==> src/duart_regs_defines.svh <==
// register offsets, field positions and reset values for the dual serial register file
// Functional notes
// Each channel has its own register set, picked by its chip select, with the register picked by three address lines.
// At offset 0 with format bit 7 clear, reads return the receive byte and writes load the transmit byte.
// With format bit 7 set and format not 0xBF, offsets 0 and 1 reach the low and high divisor bytes; the code also reaches them with format 0xBF.
// At offset 1 with format bit 7 clear, the interrupt enables are read/write with the documented bit meanings.
// At offset 2 outside the enhanced bank, reads give interrupt status with FIFO-enabled in bits 7-6 and writes go to queue control.
// The write-only queue control byte holds FIFO enable, receive reset, transmit reset, DMA mode and trigger level.
// The character format register at offset 3 is always reachable.
// Handshake outputs at offset 4 outside the enhanced bank hold the eight documented control bits.
// Link condition at offset 5 is read-only.
// Handshake inputs at offset 6 are read-only, with change flags low and current states high.
// Writes to offsets 5 and 6 outside the enhanced bank change nothing.
// Offset 7 outside the enhanced bank is a scratch byte read back unchanged.
// With format equal to 0xBF, offset 2 reaches the enhanced feature register.
// With format equal to 0xBF, offsets 4 to 7 reach the two resume and two pause characters.
// Enhanced bit 4 gates enable bits 7-4, status bits 5-4, queue bits 5-4 and handshake bits 7-5.
// While enhanced bit 4 is clear the gated bits read zero and writes to them are ignored.
// Interrupt status bit 0 reads one when nothing is pending and zero otherwise.
`ifndef DUART_REGS_DEFINES_SVH
`define DUART_REGS_DEFINES_SVH

`define DUART_OFS_HOLD      3'h0
`define DUART_OFS_IEN       3'h1
`define DUART_OFS_ISRC      3'h2
`define DUART_OFS_FMT       3'h3
`define DUART_OFS_HSO       3'h4
`define DUART_OFS_LINK      3'h5
`define DUART_OFS_HSI       3'h6
`define DUART_OFS_SCR       3'h7

`define DUART_ENH_KEY       8'hBF
`define DUART_FMT_DIV_BIT   7
`define DUART_EFR_GATE_BIT  4
`define DUART_IEN_GATED     8'hF0
`define DUART_ISRC_GATED    8'h30
`define DUART_QCTL_GATED    8'h30
`define DUART_HSO_GATED     8'hE0
`define DUART_QCTL_RST_MASK 8'h06
`define DUART_REG_RESET     8'h00
`define DUART_FMT_RESET     8'h00

`endif
==> src/duart_pkg.sv <==
// types shared by the dual serial register file
`default_nettype none
package duart_pkg;
    typedef struct packed {
        logic [7:0] rx_holding;
        logic [7:0] link_condition;
        logic [7:0] handshake_inputs;
        logic [5:0] int_code;
        logic       int_pending;
    } duart_status_type;

    typedef struct packed {
        logic [7:0] tx_holding;
        logic       tx_load;
        logic       rx_read;
        logic       link_read;
        logic       hsi_read;
        logic       isrc_read;
        logic       rx_queue_reset;
        logic       tx_queue_reset;
    } duart_event_type;

    typedef struct packed {
        logic [15:0] baud_divisor;
        logic [7:0]  interrupt_enables;
        logic [7:0]  queue_control;
        logic [7:0]  character_format;
        logic [7:0]  handshake_outputs;
        logic [7:0]  enhanced_features;
        logic [7:0]  flow_resume_char_1;
        logic [7:0]  flow_resume_char_2;
        logic [7:0]  flow_pause_char_1;
        logic [7:0]  flow_pause_char_2;
        logic [7:0]  scratch_byte;
    } duart_config_type;
endpackage
`default_nettype wire

==> src/duart_regs.sv <==
// two-channel register file and address decoder for the dual serial controller
`include "duart_regs_defines.svh"
`default_nettype none
module duart_regs #(
    parameter int CHANNELS = 2
) (
    input  wire logic                                 clk_i,
    input  wire logic                                 reset_n_i,
    input  wire logic                                 channel_one_select_n_i,
    input  wire logic                                 channel_two_select_n_i,
    input  wire logic [2:0]                           addr_i,
    input  wire logic                                 rd_i,
    input  wire logic                                 wr_i,
    input  wire logic [7:0]                           wdata_i,
    input  var  duart_pkg::duart_status_type [CHANNELS-1:0] status_i,
    output logic [7:0]                                rdata_o,
    output var  duart_pkg::duart_event_type  [CHANNELS-1:0] event_o,
    output var  duart_pkg::duart_config_type [CHANNELS-1:0] config_o
);

    if (CHANNELS != 2) begin : g_bad_channels
        $error("duart_regs serves exactly two channels");
    end

    ////////////////////////////////////////////////////////////////////////////////
    // channel select: one chip select each, both asserted reaches nothing

    logic [CHANNELS-1:0] sel;
    assign sel = {~channel_two_select_n_i & channel_one_select_n_i,
                  ~channel_one_select_n_i & channel_two_select_n_i};

    logic [7:0] rdata_d;
    logic [7:0] rdata_q;
    logic [CHANNELS-1:0][7:0] ch_rdata;

    ////////////////////////////////////////////////////////////////////////////////
    // per-channel register sets

    for (genvar c = 0; c < CHANNELS; c++) begin : g_ch
        duart_pkg::duart_config_type cfg_d;
        duart_pkg::duart_config_type cfg_q;
        duart_pkg::duart_event_type  ev_d;
        duart_pkg::duart_event_type  ev_q;
        logic [7:0] rd_val;
        logic       enh_bank;
        logic       div_sel;
        logic       gate_on;
        logic [7:0] ien_mask;
        logic [7:0] hso_mask;
        logic [7:0] qctl_mask;
        logic       wr_en;
        logic       rd_en;

        assign wr_en    = wr_i & sel[c];
        assign rd_en    = rd_i & sel[c];
        assign enh_bank = cfg_q.character_format == `DUART_ENH_KEY;
        assign div_sel  = cfg_q.character_format[`DUART_FMT_DIV_BIT] & ~enh_bank;
        assign gate_on  = cfg_q.enhanced_features[`DUART_EFR_GATE_BIT];
        // hidden bits keep their stored value, so reopening the gate brings them back
        assign ien_mask  = gate_on ? 8'hFF : ~`DUART_IEN_GATED;
        assign hso_mask  = gate_on ? 8'hFF : ~`DUART_HSO_GATED;
        assign qctl_mask = gate_on ? 8'hFF : ~`DUART_QCTL_GATED;

        always_comb begin
            cfg_d = cfg_q;
            ev_d  = '0;
            ev_d.tx_holding = ev_q.tx_holding;
            if (wr_en) begin
                if (addr_i == `DUART_OFS_FMT) begin
                    cfg_d.character_format = wdata_i;
                end else if (addr_i == `DUART_OFS_HOLD) begin
                    if (cfg_q.character_format[`DUART_FMT_DIV_BIT]) begin
                        cfg_d.baud_divisor[7:0] = wdata_i;
                    end else begin
                        ev_d.tx_holding = wdata_i;
                        ev_d.tx_load    = 1'b1;
                    end
                end else if (addr_i == `DUART_OFS_IEN) begin
                    if (cfg_q.character_format[`DUART_FMT_DIV_BIT]) begin
                        cfg_d.baud_divisor[15:8] = wdata_i;
                    end else begin
                        cfg_d.interrupt_enables = (cfg_q.interrupt_enables & ~ien_mask)
                                                | (wdata_i & ien_mask);
                    end
                end else if (addr_i == `DUART_OFS_ISRC) begin
                    if (enh_bank) begin
                        cfg_d.enhanced_features = wdata_i;
                    end else begin
                        // reset bits self-clear: they are reported as one-cycle events
                        cfg_d.queue_control = ((cfg_q.queue_control & ~qctl_mask)
                            | (wdata_i & qctl_mask)) & ~`DUART_QCTL_RST_MASK;
                        ev_d.rx_queue_reset = wdata_i[1];
                        ev_d.tx_queue_reset = wdata_i[2];
                    end
                end else if (addr_i == `DUART_OFS_HSO) begin
                    if (enh_bank) begin
                        cfg_d.flow_resume_char_1 = wdata_i;
                    end else begin
                        cfg_d.handshake_outputs = (cfg_q.handshake_outputs & ~hso_mask)
                                                | (wdata_i & hso_mask);
                    end
                end else if (addr_i == `DUART_OFS_LINK) begin
                    if (enh_bank) begin
                        cfg_d.flow_resume_char_2 = wdata_i;
                    end
                end else if (addr_i == `DUART_OFS_HSI) begin
                    if (enh_bank) begin
                        cfg_d.flow_pause_char_1 = wdata_i;
                    end
                end else begin
                    if (enh_bank) begin
                        cfg_d.flow_pause_char_2 = wdata_i;
                    end else begin
                        cfg_d.scratch_byte = wdata_i;
                    end
                end
            end
            if (rd_en) begin
                ev_d.rx_read   = addr_i == `DUART_OFS_HOLD
                                 && !cfg_q.character_format[`DUART_FMT_DIV_BIT];
                ev_d.isrc_read = addr_i == `DUART_OFS_ISRC && !enh_bank;
                ev_d.link_read = addr_i == `DUART_OFS_LINK && !enh_bank;
                ev_d.hsi_read  = addr_i == `DUART_OFS_HSI && !enh_bank;
            end
        end

        always_comb begin
            rd_val = 8'h00;
            if (addr_i == `DUART_OFS_FMT) begin
                rd_val = cfg_q.character_format;
            end else if (addr_i == `DUART_OFS_HOLD) begin
                rd_val = cfg_q.character_format[`DUART_FMT_DIV_BIT]
                       ? cfg_q.baud_divisor[7:0] : status_i[c].rx_holding;
            end else if (addr_i == `DUART_OFS_IEN) begin
                rd_val = cfg_q.character_format[`DUART_FMT_DIV_BIT]
                       ? cfg_q.baud_divisor[15:8] : cfg_q.interrupt_enables & ien_mask;
            end else if (addr_i == `DUART_OFS_ISRC) begin
                if (enh_bank) begin
                    rd_val = cfg_q.enhanced_features;
                end else begin
                    rd_val = {{2{cfg_q.queue_control[0]}},
                              status_i[c].int_code[5:1], ~status_i[c].int_pending};
                    if (!gate_on) begin
                        rd_val = rd_val & ~`DUART_ISRC_GATED;
                    end
                end
            end else if (addr_i == `DUART_OFS_HSO) begin
                rd_val = enh_bank ? cfg_q.flow_resume_char_1
                                  : cfg_q.handshake_outputs & hso_mask;
            end else if (addr_i == `DUART_OFS_LINK) begin
                rd_val = enh_bank ? cfg_q.flow_resume_char_2
                                  : status_i[c].link_condition;
            end else if (addr_i == `DUART_OFS_HSI) begin
                rd_val = enh_bank ? cfg_q.flow_pause_char_1
                                  : status_i[c].handshake_inputs;
            end else begin
                rd_val = enh_bank ? cfg_q.flow_pause_char_2 : cfg_q.scratch_byte;
            end
        end

        always_ff @(posedge clk_i or negedge reset_n_i) begin
            if (!reset_n_i) begin
                cfg_q <= '0;
                ev_q  <= '0;
            end else begin
                cfg_q <= cfg_d;
                ev_q  <= ev_d;
            end
        end

        assign ch_rdata[c] = rd_val;
        assign config_o[c] = cfg_q;
        assign event_o[c]  = ev_q;
    end

    ////////////////////////////////////////////////////////////////////////////////
    // read data: registered, held between reads

    always_comb begin
        rdata_d = rdata_q;
        if (rd_i && sel[0]) begin
            rdata_d = ch_rdata[0];
        end else if (rd_i && sel[1]) begin
            rdata_d = ch_rdata[1];
        end
    end

    always_ff @(posedge clk_i or negedge reset_n_i) begin
        if (!reset_n_i) begin
            rdata_q <= 8'h00;
        end else begin
            rdata_q <= rdata_d;
        end
    end

    assign rdata_o = rdata_q;

endmodule
`default_nettype wire

==> config.mk <==
export PLATFORM = sky130hd
export DESIGN_NAME = duart_regs
export DESIGN_NICKNAME = d
export VERILOG_FILES = /design/src/duart_pkg.sv /design/src/duart_regs.sv
export VERILOG_INCLUDE_DIRS = /design/src /design/src/src
export SDC_FILE = /design/constraint.sdc
export NUM_CORES = 1
export LEC_CHECK = 0
export ABC_AREA = 1
export BUFFER_PORTS_ARGS = -buffer_cell sky130_fd_sc_hd__buf_2
export CORE_MARGIN = 3
export CORE_UTILIZATION = 53
export DETAILED_ROUTE_END_ITERATION = 7
export GPL_TIMING_DRIVEN = 0
export PLACE_DENSITY = 0.81
export SLEW_MARGIN = 20
export SYNTH_ARGS = -nofsm -noshare
export SYNTH_HDL_FRONTEND = slang
export SYNTH_SLANG_ARGS = --single-unit
==> constraint.sdc <==
create_clock -name clk_i -period 1.9 [get_ports clk_i]
set_input_delay 0.095 -clock clk_i [delete_from_list [all_inputs] [get_ports clk_i]]
set_output_delay 0.095 -clock clk_i [all_outputs]
set_load 0.01 [all_outputs]
### Yosys cells after proc, flatten, opt, wreduce, memory -nomap -nowiden

Cells that the tools add are included.

| operators by class | value |
|---|---|
| eq/ne operators | 8 |
| multiplexer cells | 60 |
| bitwise gates (word level) | 49 |
| reductions and logical operators | 42 |

Operator list:

| cell | number |
|---|---|
| $mux W8 | 34 |
| $and A8 B8 Y8 | 16 |
| $reduce_and A9 Y1 | 6 |
| $not A8 Y8 | 6 |
| $or A8 B8 Y8 | 6 |
| $reduce_and A7 Y1 | 4 |
| $mux W2 | 12 |
| $mux W6 | 4 |
| $reduce_and A6 Y1 | 4 |
| $reduce_and A5 Y1 | 4 |
| $eq A8 B8 Y1 const B | 2 |
| $reduce_and A4 Y1 | 4 |
| $reduce_and A8 Y1 | 2 |
| $not A1 Y1 | 15 |
| $logic_and A1 B1 Y1 | 10 |
| $eq A3 B3 Y1 const B | 3 |
| $mux W1 | 8 |
| $mux W4 | 2 |
| $and A1 B1 Y1 | 6 |
| $eq A3 B2 Y1 const B | 2 |
| $logic_not A1 Y1 | 4 |
| $reduce_and A2 Y1 | 2 |
| $eq A3 B1 Y1 const B | 1 |
| $logic_not A3 Y1 | 1 |
| $reduce_bool A2 Y1 | 1 |

| storage, ports and cells | value |
|---|---|
| bits in registers | 226 |
| logic and storage cells | 200 |

### Depth between registers and ports, before layout

Gate-level depths: netlist (run 1).

| depth | value |
|---|---|
| depth after elaboration | 11 |
| mapped depth | 18 |
| mapped depth without buffers | 17 |

### Worst setup path after synthesis (run 1)

Ideal clock, no wire load.

| timing | value |
|---|---|
| kind | register -> register |
| from | register g_ch[1].cfg_q (netlist bit config_o[158]) |
| to | register rdata_q[7] (netlist: rdata_o[7]) |
| library setup time | 0.119 ns |
| data arrival time | 1.706 ns |
| slack | 0.075 ns |
| stages on the path, launching flop included | 13 |
| period minus slack after synthesis | 1.825 ns |
| path through | dfrtp_1 -> inv_1 -> nand2_1 -> nor2_4 -> nand2_2 -> buf_2 -> buf_6 -> o211ai_1 -> nand3_1 -> o21ai_1 -> nand2_1 -> a21oi_1 -> nor2_1 |

| on the way | value |
|---|---|
| cells in the longest elaborated chain, start to end | 11 |
| elaborated cells between the ends (all ways) | 15 |
| classes of those cells | 1 x eq/ne; 14 x mux |

RTL lines:

| element | RTL line | RTL |
|---|---|---|
| start: declaration | duart_regs.sv:41 | `duart_pkg::duart_config_type cfg_q;` |
| start signal: assignment | duart_regs.sv:166 | `cfg_q <= cfg_d;` |
| $eq A8 B8 Y1 (no source line) * | n/a |  |
| $mux W8, on equally long branches | duart_regs.sv:157, duart_regs.sv:154 |  |
| $mux W8 | duart_regs.sv:153 | `` end else if (addr_i == `DUART_OFS_HSI) begin `` |
| $mux W8 | duart_regs.sv:150 | `` end else if (addr_i == `DUART_OFS_LINK) begin `` |
| $mux W8 | duart_regs.sv:147 | `` end else if (addr_i == `DUART_OFS_HSO) begin `` |
| $mux W8 * | duart_regs.sv:137 | `` end else if (addr_i == `DUART_OFS_ISRC) begin `` |
| $mux W8 * | duart_regs.sv:134 | `` end else if (addr_i == `DUART_OFS_IEN) begin `` |
| $mux W8 * | duart_regs.sv:131 | `` end else if (addr_i == `DUART_OFS_HOLD) begin `` |
| $mux W8 * | duart_regs.sv:129 | `` if (addr_i == `DUART_OFS_FMT) begin `` |
| $mux W8 * | duart_regs.sv:183 | `end else if (rd_i && sel[1]) begin` |
| $mux W8 * | duart_regs.sv:181 | `if (rd_i && sel[0]) begin` |
| end signal: assignment | duart_regs.sv:192 | `rdata_q <= rdata_d;` |
| end: declaration | duart_regs.sv:33 | `logic [7:0] rdata_q;` |

Every way passes the cells marked *; elsewhere a longest branch is shown, timed or not. The select of a mux whose other input is x is not followed.
A chain may end at the register's enable or synchronous reset.

### Worst setup path after layout (run 1)

| timing | value |
|---|---|
| from | register g_ch[1].cfg_q (netlist bit config_o[158]) |
| to | register rdata_q[5] (netlist: rdata_o[5]) |

The elaborated chain is that of the path after synthesis.

==> results of run 1 <==
## flip-flops by register name, summed over array words and instances, names as in the netlist, named ones only
name / flops
config_o: 170
event_o: 30
rdata_o: 8
## worst max-delay path by stage
stage                                    from                       end  slack (ns)  cells after the start
global route        config_o[158]$_DFFE_PN0P_    rdata_o[6]$_DFFE_PN0P_       -0.25                     18
global placement                    reset_n_i   event_o[24]$_DFFE_PN0P_       -3.04                      1
CTS                 config_o[157]$_DFFE_PN0P_    rdata_o[5]$_DFFE_PN0P_       -0.08                     15
detailed placement   config_o[58]$_DFFE_PN0P_  config_o[30]$_DFFE_PN0P_       -0.44                      9
finish              config_o[158]$_DFFE_PN0P_    rdata_o[5]$_DFFE_PN0P_       -0.12                     16
floorplan           config_o[158]$_DFFE_PN0P_    rdata_o[7]$_DFFE_PN0P_        0.08                     12
## critical path, stage by stage, from the launching register on
cell     delay, ns
dfrtp_1       0.39
inv_2         0.09
nand2_2       0.07
nor2_4        0.12
nand2_2       0.09
buf_6         0.14
buf_8         0.14
nand2_1       0.16
o21ai_0       0.12
nor2_1        0.09
nand2_1       0.08
nand3_1       0.08
nand3_1       0.10
nand2_1       0.09
nand2_1       0.05
nand2_1       0.05
nand2_1       0.05
## power groups by stage
stage	combinational (W)	clock (W)	sequential [W]
floorplan	0.000975	0	0.00583
global placement	0.00219	0	0.00571
detailed placement	0.00225	0	0.00571
CTS	0.00242	0.00465	0.00560
global route	0.00276	0.00482	0.00565
finish	0.00251	0.00464	0.00562
## per-layer routing
metal,GRT usage (%),wire length (um),vias to the layer above
met2,57.0,19100,839
met1,48.6,15700,5604
met3,8.46,5230,171
met5,0,26,-
met4,17.1,2580,6
li1,-,-,5355
## cell usage in the layout, fill, tap and decap left out, types with 25 or more instances in the layout
cell type  synthesis  routed
nand2_1          465     428
buf_2             22     317
dfrtp_1          226     223
o21ai_0          198     186
inv_1            100      97
nor2_1           102      95
nand3_1           75      73
a21oi_1           60      59
nand2_2            4      39
clkbuf_1          44      36
buf_4              9      34
o21ai_1           22      30
clkbuf_16          0      25
## kinds of logic after synthesis
group,after synthesis
DFF,226
buffers and inverters,191
AOI/OAI and AO/OA,308
other,1
and+or+nand+nor,700
## layout make-up
type                    count  area, sq um
multi-input cells        1012         4760
clock inverters             5         53.8
fillers                  1635         6050
flip-flops and latches    226         5660
clock buffers              37          721
inverters                 110          417
repair buffers            340         1880
diodes                      3         7.51
plain buffers              78          483
well taps                 270          338
## metrics by stage
stage	setup TNS, ns	worst slack, ns	total power (W)	instance area, sq um	instances
floorplan	0	0.0754	0.00681	11000	1429
global placement	-705.35	-3.04	0.00789	12900	2000
CTS	-0.455	-0.0836	0.0127	14100	2072
global route	-1.96	-0.252	0.0132	14300	2079
finish	-0.803	-0.117	0.0128	14300	2081
detailed placement	-28.89	-0.442	0.00796	12900	2002
## timing repair
item / in CTS / in global routing
buffers inserted: 21 / 6
gates resized for setup: 60 / 71
gates cloned: 1 / 1
hold endpoints to repair: 90 / 0
endpoints found under the setup margin: 130 / 130
hold buffers: 8 / 0
pin swaps: 15 / 18
==> summary.md, run 1 <==
| Metric | Value |
|---|---|
| Largest net degree at the start of global routing | 103 |
| Internal | 0.00892 W |
| Final min period | 2.02 ns |
| Net Sw Power | 0.00385 W |
| Core region area | 20400 sq um |
| Number of flops mapped to enable cells by yosys | 0 |
| DRC viols | 0 |
| Synth area leader | dfrtp_1 |
| Reg2Reg Setup Slack | -0.12 ns |
| Max_cap viols | 0 |
| Post-synthesis area per instance | 7.73 sq um |
| Crit Path Max Fanout | 9 |
| Largest cells by area after synthesis | dfrtp_1 (51%), nand2_1 (16%), o21ai_0 (9.0%) |
| Initial Util | 54.2% |
| Area share of and/or/nand/nor cells after synthesis | 26.7% |
| Fraction of power consumed by sequential logic | 44.0% |
| Site Rows | 52 |
| Cells after Synth | 1426 |
| Io pins | 309 |
| Grt ovf | 0 |
| Mux cell area share after synthesis | 0% |
| Via-to-Cell Ratio | 5.75 |
| CTS Buf Count | 24 |
| Final #Nets | 1871 |
| CTS root buf | clkbuf_16 |
| Cell variety after synth | 36 |
| Fmax achieved | 0.496 GHz |
| Net Sw Frac | 30.2% |
| Peak VDD IR | 685 uV |
| GRT Overall Usage | 36.5% |
| Clock share of power | 36.4% |
| Setup ws final | -0.117 ns |
| Violated checks | setup timing |
| R2R cell count | 16 |
| Clock tree buffer depth | 3 |
| CTS sink count | 226 |
| Critical path type | reg -> reg |
| Leakage | 7.64 nW |
| Area grow syn2layout | 29.8% |
| Clock slew seen by the registers of the worst setup and hold paths | 0.06 ns |
| Final Slew Violations | 0 |
| Initial antenna violation count | 4 |
| Clock latency at the later pin of the worst-skew pair | 0.52 ns |
| Die Y | 150 um |
| Crit path launch type | flip-flop |
| Share of the synthesized area in the top cell type | 51.3% |
| Post-synth top flop | dfrtp_1 |
| Final worst-path cycle share | 106% |
| Worst-margin pin slew | 0.980 ns |
| Util after Layout | 70.3% |
| Synth async-reset ratio | 100% |
| Skew final | 0.00904 ns |
| Largest family of logic cells by synthesized area | simple AND/OR/NAND/NOR gates |
| Slew Limit Headroom | 34.2% |
| Final Hold Viols | 0 |
| Hold path start | status_i[57] |
| CTS tree | yes |
| Vias in the first global route | 10939 |
| CP arrival | 2.43 ns |
| Die X | 150 um |
| DP HPWL | 31.0 mm |
| CP Capture Type | flip-flop |
| CP Data Required Time | 2.31 ns |
| Hold Crit Endpoint | rdata_o[3]$_DFFE_PN0P_ |
| Initial DRC Count | 1286 |
| Post-Synth Adder-Cell Area | 0% |
| Die area | 22600 sq um |
| Count leader, synth | nand2_1 |
| Post-synthesis compound-gate area fraction | 14.6% |
| Synth Cell Area | 11000 sq um |
| PwrDens | 892 nW/um^2 |
| Vias | 11975 |
| Layout cell share with drive strength beyond 1 | 28.1% |
| H-tree depth | 1 |
| Synth top cells by count | nand2_1 (465), dfrtp_1 (226), o21ai_0 (198) |
| Register bit total from synthesis | 226 |
| Fin Hold WS | 0.0501 ns |
| Logic pwr share | 19.6% |
| XOR/XNOR Fraction of Synth Area | 0% |
| Status | complete, but fails checks |
| First-pass GRT wire length | 62.3 mm |
| RSZ-0062 raised after global routing | true |
| Final ANT Viol Nets | 0 |
| Setup-failing EPs final | 8 |
| RD Place Congestion | 0.982 |
| RR Endpoint | rdata_o[5]$_DFFE_PN0P_ |
| Ys Warns | 0 |
| I/O Buffers | 301 |
| Reg2Reg Launch Point | config_o[158]$_DFFE_PN0P_ |
| Routed wire length per instance | 20.5 um |
| Min-delay worst type | in -> reg |
| Pre-Repair DR Iteration Count | 7 |
| Final wirelength | 42.6 mm |
| WHS Path Cells | 5 |
| Register area share after synthesis | 51.3% |
No activity file was read; power rests on OpenSTA's default activity.
==> run 2, diff against run 1 <==
--- a/config.mk
+++ b/config.mk
@@ -8,11 +8,13 @@
 export LEC_CHECK = 0
 export ABC_AREA = 1
 export BUFFER_PORTS_ARGS = -buffer_cell sky130_fd_sc_hd__buf_2
+export CELL_PAD_IN_SITES_DETAIL_PLACEMENT = 1
+export CELL_PAD_IN_SITES_GLOBAL_PLACEMENT = 1
 export CORE_MARGIN = 3
-export CORE_UTILIZATION = 53
+export CORE_UTILIZATION = 38
 export DETAILED_ROUTE_END_ITERATION = 7
 export GPL_TIMING_DRIVEN = 0
-export PLACE_DENSITY = 0.81
+export PLACE_DENSITY_LB_ADDON = 0.1
 export SLEW_MARGIN = 20
 export SYNTH_ARGS = -nofsm -noshare
 export SYNTH_HDL_FRONTEND = slang
==> run 2 against run 1 <==
Effect of this change:
- maximum frequency fell by 4.2%
- via count fell by 0.45%
- largest cell class unchanged
- global-route usage fell by 4.8 points
- core utilization fell by 17 points
- final area rose by 5.0%
- flip-flop and latch count did not move
- critical path type unchanged
- largest power group is now the clock network
- clock skew rose by 0.00094 ns
- the flow still finishes with violations (setup timing)
- combinational power rose by 6%
- non-clock buffer count rose by 9
==> summary.md, run 2 (synthesized netlist as in run 1, its figures left out) <==
| Metric | Value |
|---|---|
| Skew final | 0.00998 ns |
| RSZ-0062 raised after global routing | true |
| CP cell instances | inv_2 > nand2_2 > nor2_4 > nand2_4 > buf_8 > buf_12 > nand2_2 > o21ai_0 > nor2_1 > nand2_2 > nand3_1 > nand3_2 > nand2_1 > nand2_1 > nand2_1 > nand2_1 |
| WHS Path Cells | 4 |
| Initial Util | 39.2% |
| Via-to-Cell Ratio | 5.42 |
| Hold path start | channel_two_select_n_i |
| Io pins | 309 |
| R2R cell count | 16 |
| Setup-failing EPs final | 32 |
| GR Util met1 | 43.1% |
| Die X | 176 um |
| CTS tree | yes |
| Layout cell share with drive strength beyond 1 | 31.3% |
| Routed wire length per instance | 23.0 um |
| Final min period | 2.11 ns |
| Crit path launch type | flip-flop |
| GRT met2 Usage | 51.9% |
| Site Rows | 61 |
| First-pass GRT wire length | 74.8 mm |
| Worst-margin pin slew | 1.13 ns |
| Status | complete, but fails checks |
| Reg2Reg Launch Point | config_o[158]$_DFFE_PN0P_ |
| Peak VDD IR | 610 uV |
| CP Data Required Time | 2.33 ns |
| Min-delay worst type | in -> reg |
| Clock tree buffer depth | 3 |
| Crit Path Max Fanout | 10 |
| Critical Path Max Stage Delay | 0.40 ns |
| Place WS | -0.562 ns |
| CP arrival | 2.54 ns |
| Reg2Reg Setup Slack | -0.21 ns |
| Grt ovf | 0 |
| Clock slew seen by the registers of the worst setup and hold paths | 0.06 ns |
| CP Capture Type | flip-flop |
| Pre-Repair DR Iteration Count | 5 |
| Ant. Diodes | 0 |
| Fmax achieved | 0.475 GHz |
| GRT Overall Usage | 31.7% |
| Commonest non-fill, non-tap cell in the layout | nand2_1 |
| Filler instances | 3541 |
| RD Place Congestion | 0.888 |
| Leakage | 7.93 nW |
| RR Endpoint | rdata_o[5]$_DFFE_PN0P_ |
| Layer with the highest usage | met2 |
| Max_cap viols | 0 |
| DRC viols | 0 |
| I/O Buffers | 301 |
| Die area | 31100 sq um |
| Crit path from | config_o[158]$_DFFE_PN0P_ |
| Met3 GRT Util | 5.74% |
| Final #Nets | 1882 |
| Slowest-stage cell, CP | dfrtp_1 |
| Largest register FFs | 170 |
| Vias in the first global route | 12143 |
| Util after Layout | 53.4% |
| Area grow syn2layout | 36.3% |
| Core region area | 28200 sq um |
| Critical path type | reg -> reg |
| Final Slew Violations | 0 |
| Slew Limit Headroom | 24.6% |
| Hold Crit Endpoint | event_o[18]$_DFF_PN0_ |
| CTS Buf Count | 26 |
| Final ANT Viol Nets | 0 |
| Violated checks | setup timing |
| CTS root buf | clkbuf_16 |
| CTS sink count | 226 |
| DP HPWL | 36.7 mm |
| Setup ws final | -0.205 ns |
| Final worst-path cycle share | 111% |
| Crit-path most repeated cell | nand2_1 |
| Vias | 11921 |
| Final Hold Viols | 0 |
| Clock latency at the later pin of the worst-skew pair | 0.54 ns |
| Most frequent cells in the layout | nand2_1 (408), buf_2 (312), dfrtp_1 (220), o21ai_0 (163), inv_1 (96) |
| H-tree depth | 1 |
| Final wirelength | 50.7 mm |
| Initial antenna violation count | 8 |
| Largest net degree at the start of global routing | 97 |
| Fin Hold WS | 0.0310 ns |
| Post-DP Area | 13100 sq um |
| PwrDens | 947 nW/um^2 |
| Die Y | 176 um |
| Initial DRC Count | 1015 |
| Finished Cell Area | 15000 sq um |
-- run 2: cell count changes in the layout (fill, tap and decap cells not counted), sizes merged --
cell         change
buf             +12
bufinv           +7
clkbuf          -13
clkinv           +4
clkinvlp         +2
diode            -3
dlygate4sd3      +2
inv              +1
-- run 2: layout make-up --
cell class                      instances  area [sq um]  share of cell area [%]
Multi-Input combinational cell       1012          4930                    32.8
Timing Repair Buffer                  353          2010                    13.4
Buffer                                 74           529                    3.52
Clock buffer                           29           693                    4.61
Clock inverter                         19           314                    2.09
Sequential cell                       226          5660                    37.7
Inverter                              110           420                    2.80
Tap cell                              378           473                    3.15
-- run 2: how the worst max path moves through the flow --
| stage | end | slack (ns) | depth (start not counted) |
|---|---|---|---|
| finish | rdata_o[5]$_DFFE_PN0P_ | -0.21 | 16 |
| global route | rdata_o[0]$_DFFE_PN0P_ | -0.32 | 19 |
| CTS | rdata_o[3]$_DFFE_PN0P_ | -0.16 | 16 |
| detailed placement | rdata_o[5]$_DFFE_PN0P_ | -0.56 | 15 |
| global placement | event_o[24]$_DFFE_PN0P_ | -3.38 | 1 |
| floorplan | rdata_o[7]$_DFFE_PN0P_ | 0.08 | 12 |
-- run 2: stage by stage --
step | cells | TNS [ns] | power, W
2_1_floorplan | 1429 | 0 | 0.00681
3_3_place_gp | 2108 | -798.07 | 0.00799
6_report | 2201 | -2.70 | 0.0142
5_1_grt | 2201 | -6.86 | 0.0148
3_5_place_dp | 2110 | -47.44 | 0.00808
4_1_cts | 2185 | -1.98 | 0.0141
-- run 2: per-layer routing --
layer	share of wire (%)	vias up	wire length, um
met5	0.15	-	74
met4	3.6	12	1810
met2	47	503	23700
li1	-	5381	-
met3	7.6	123	3850
met1	42	5902	21300
-- run 2: repair_timing --
action | in CTS | in global routing
pin swaps | 15 | 23
hold endpoints to repair | 152 | 0
setup endpoints to repair | 148 | 127
gates resized for setup | 76 | 148
hold buffers | 10 | 0
gates cloned | 1 | 1
setup buffers | 19 | 19
-- run 2: where the power goes --
part / switching [W] / internal (W)
logic: 0.00170 / 0.000958
clock network: 0.00223 / 0.00372
registers: 0.000360 / 0.00526
-- run 2: critical path: cells and delay by family, from the launching register on --
kind / cells / cell delay (ns)
AOI/OAI and AO/OA: 1 / 0.10
DFF: 1 / 0.40
and+or+nand+nor: 12 / 1.09
buffers and inverters: 3 / 0.38
==> run 3, diff against run 2 <==
--- a/config.mk
+++ b/config.mk
@@ -6,12 +6,11 @@
 export SDC_FILE = /design/constraint.sdc
 export NUM_CORES = 1
 export LEC_CHECK = 0
-export ABC_AREA = 1
 export BUFFER_PORTS_ARGS = -buffer_cell sky130_fd_sc_hd__buf_2
 export CELL_PAD_IN_SITES_DETAIL_PLACEMENT = 1
 export CELL_PAD_IN_SITES_GLOBAL_PLACEMENT = 1
 export CORE_MARGIN = 3
-export CORE_UTILIZATION = 38
+export CORE_UTILIZATION = 41
 export DETAILED_ROUTE_END_ITERATION = 7
 export GPL_TIMING_DRIVEN = 0
 export PLACE_DENSITY_LB_ADDON = 0.1
==> run 3 against run 2 <==
Effect of this change:
- highest routed layer unchanged
- synthesized cell count shrank 33%
- area after synthesis grew 0.69%
- core utilization grew 6.0 points
- flip-flop and latch count is the same
- combinational power shrank 2%
- the run still ends with setup timing left
- worst setup slack lost 0.085 ns
- clock power shrank 2%
- critical endpoint is now rdata_o[1]$_DFFE_PN0P_
- clock-buffer cell count grew 5
- largest power group unchanged
- worst hold slack gained 0.020 ns
==> summary.md, run 3 <==
| Metric | Value |
|---|---|
| Initial antenna violation count | 1 |
| CP arrival | 2.63 ns |
| Synth top cells by count | dfrtp_1 (226), mux2_2 (184), nand2_1 (166) |
| Crit path launch type | flip-flop |
| I/O Buffers | 301 |
| Vias in the first global route | 10407 |
| Layout Cells excl Fill | 1697 |
| Area grow syn2layout | 40.9% |
| Slowest-stage cell, CP | dfrtp_2 |
| Grt ovf | 0 |
| CTS root buf | clkbuf_16 |
| Layout cell share with drive strength beyond 1 | 54.3% |
| Placed Cells | 1601 |
| Net Sw Power | 0.00412 W |
| Final min period | 2.19 ns |
| Violated checks | setup timing |
| Number of flops mapped to enable cells by yosys | 0 |
| Largest register FFs | 170 |
| Critical Path Max Stage Delay | 0.39 ns |
| Worst path top cell family by delay | simple AND/OR/NAND/NOR gates |
| Max_cap viols | 0 |
| CP Capture Type | flip-flop |
| DP HPWL | 35.0 mm |
| Count leader, synth | dfrtp_1 |
| Setup TNS | -10.45 ns |
| Largest net degree at the start of global routing | 96 |
| Internal | 0.00988 W |
| Post-synthesis area per instance | 11.6 sq um |
| Crit Path Max Fanout | 6 |
| Commonest non-fill, non-tap cell in the layout | buf_2 |
| Largest cells by area after synthesis | dfrtp_1 (51%), mux2_2 (19%), nand2_1 (5.6%) |
| Worst-margin pin slew | 1.15 ns |
| RD Place Congestion | 0.940 |
| Net Sw Frac | 29.4% |
| Synth Cell Area | 11100 sq um |
| Skew final | 0.0203 ns |
| Crit-path most repeated cell | buf_12 |
| First-pass GRT wire length | 71.8 mm |
| Register area share after synthesis | 50.9% |
| Critical path type | reg -> reg |
| Die area | 29100 sq um |
| Core region area | 26400 sq um |
| Clock slew seen by the registers of the worst setup and hold paths | 0.06 ns |
| RSZ-0062 raised after global routing | true |
| Most frequent cells in the layout | buf_2 (315), dfrtp_1 (219), nand2_1 (161), mux2_2 (101), mux2_4 (86) |
| Final wirelength | 51.5 mm |
| Setup ws final | -0.290 ns |
| Post-synth top flop | dfrtp_1 |
| Logic pwr share | 18.6% |
| Cells after Synth | 960 |
| Final Hold Viols | 0 |
| Place WS | -0.758 ns |
| Fmax achieved | 0.457 GHz |
| Pre-Repair DR Iteration Count | 5 |
| Initial DRC Count | 947 |
| Min-delay worst type | in -> reg |
| Final worst-path cycle share | 115% |
| Initial Util | 42.1% |
| Site Rows | 59 |
| CTS Buf Count | 26 |
| CTS sink count | 226 |
| H-tree depth | 1 |
| Via-to-Cell Ratio | 5.98 |
| Final ANT Viol Nets | 0 |
| Clock share of power | 41.6% |
| Filler instances | 2809 |
| Register bit total from synthesis | 226 |
| Fraction of power consumed by sequential logic | 39.8% |
| Vias | 10144 |
| CP Data Required Time | 2.34 ns |
| Leakage | 7.81 nW |
| Synth area leader | dfrtp_1 |
| Cell variety after synth | 73 |
| DRC viols | 0 |
| Final #Nets | 1420 |
| Routed wire length per instance | 30.3 um |
| Post-DP Area | 13100 sq um |
| Ys Warns | 0 |
| Slew Limit Headroom | 23.1% |
| Finished Cell Area | 15600 sq um |
| Share of the synthesized area in the top cell type | 50.9% |
| CP cell instances | nand4_1 > nor2_4 > buf_12 > buf_4 > buf_12 > buf_12 > nand2_1 > a21oi_1 > nor4_4 > o311ai_1 |
| CTS tree | yes |
| Clock latency at the later pin of the worst-skew pair | 0.55 ns |
| Die X | 171 um |
| GRT Overall Usage | 33.8% |
| Buf/Inv on CP | 4 |
| Io pins | 309 |
| Setup-failing EPs final | 110 |
| Clock tree buffer depth | 3 |
| PwrDens | 895 nW/um^2 |
| Final Slew Violations | 0 |
| Synth async-reset ratio | 100% |
| Die Y | 171 um |
| Peak VDD IR | 1080 uV |
| Status | complete, but fails checks |
[run 3: final cells by class]
class	instances	area [sq um]	share of cell area, %
sequential	226	5660	36.2
clock buffer	34	752	4.81
clock inverter	14	233	1.49
inverter	9	41.3	0.264
buffer	62	434	2.78
timing repair buffer	353	2180	13.9
antenna	1	2.50	0.0160
tap	335	419	2.68
multi-input combinational	663	5920	37.9
[run 3: routing by layer]
metal / GRT usage (%) / share of wire, %
met3: 10.0 / 10
met1: 45.3 / 40
met4: 9.07 / 3.6
met2: 54.0 / 46
met5: 0 / 0.025
[run 3: path summary, 6_finish.rpt]
path                                           from  slack, ns                        end  cells after the start
min in group asynchronous                 reset_n_i       0.07  config_o[185]$_DFFE_PN0P_                      2
max in group asynchronous                 reset_n_i       0.96  config_o[109]$_DFFE_PN0P_                      3
hold reg to reg              event_o[7]$_DFFE_PN0P_       0.47     event_o[7]$_DFFE_PN0P_                      2
setup / recovery           config_o[59]$_DFFE_PN0P_      -0.29     rdata_o[1]$_DFFE_PN0P_                     10
hold / removal                           wdata_i[4]       0.05  config_o[116]$_DFFE_PN0P_                      2
setup reg to reg           config_o[59]$_DFFE_PN0P_      -0.29     rdata_o[1]$_DFFE_PN0P_                     10
[run 3: repair_timing]
item / in CTS / in global routing
setup endpoints to repair: 158 / 159
buffers inserted: 27 / 16
cloned: 1 / 0
endpoints found under the hold margin: 162 / 0
pin swaps: 30 / 40
hold buffers: 7 / 0
resized for setup: 124 / 108
[run 3: power by group through the flow]
stage	combinational [W]	clock (W)	sequential (W)
floorplan	0.000906	0	0.00574
global placement	0.00218	0	0.00561
detailed placement	0.00224	0	0.00563
CTS	0.00245	0.00586	0.00554
global route	0.00276	0.00609	0.00561
finish	0.00261	0.00582	0.00557
[run 3: cells by family (layout without fill, tap and decap cells)]
family          after synthesis  count (layout)  share of synthesized area [%]
simple gates                290             290                           12.9
mux                         233             233                           24.1
flops                       226             226                           50.9
compound gates              136             136                           8.29
buf+inv                      74             472                           3.74
other cells                   1               5                         0.0338
[run 3: metrics by stage]
step / power (W) / hold WS [ns] / util [%]
final: 0.0140 / 0.0513 / 59.4
after global routing: 0.0145 / 0.0339 / 59.4
after CTS: 0.0138 / 0.0190 / 57.1
after detailed placement: 0.00787 / 0.0650 / 49.7
after global placement: 0.00779 / 0.456 / 49.5
after floorplan: 0.00665 / -0.201 / -
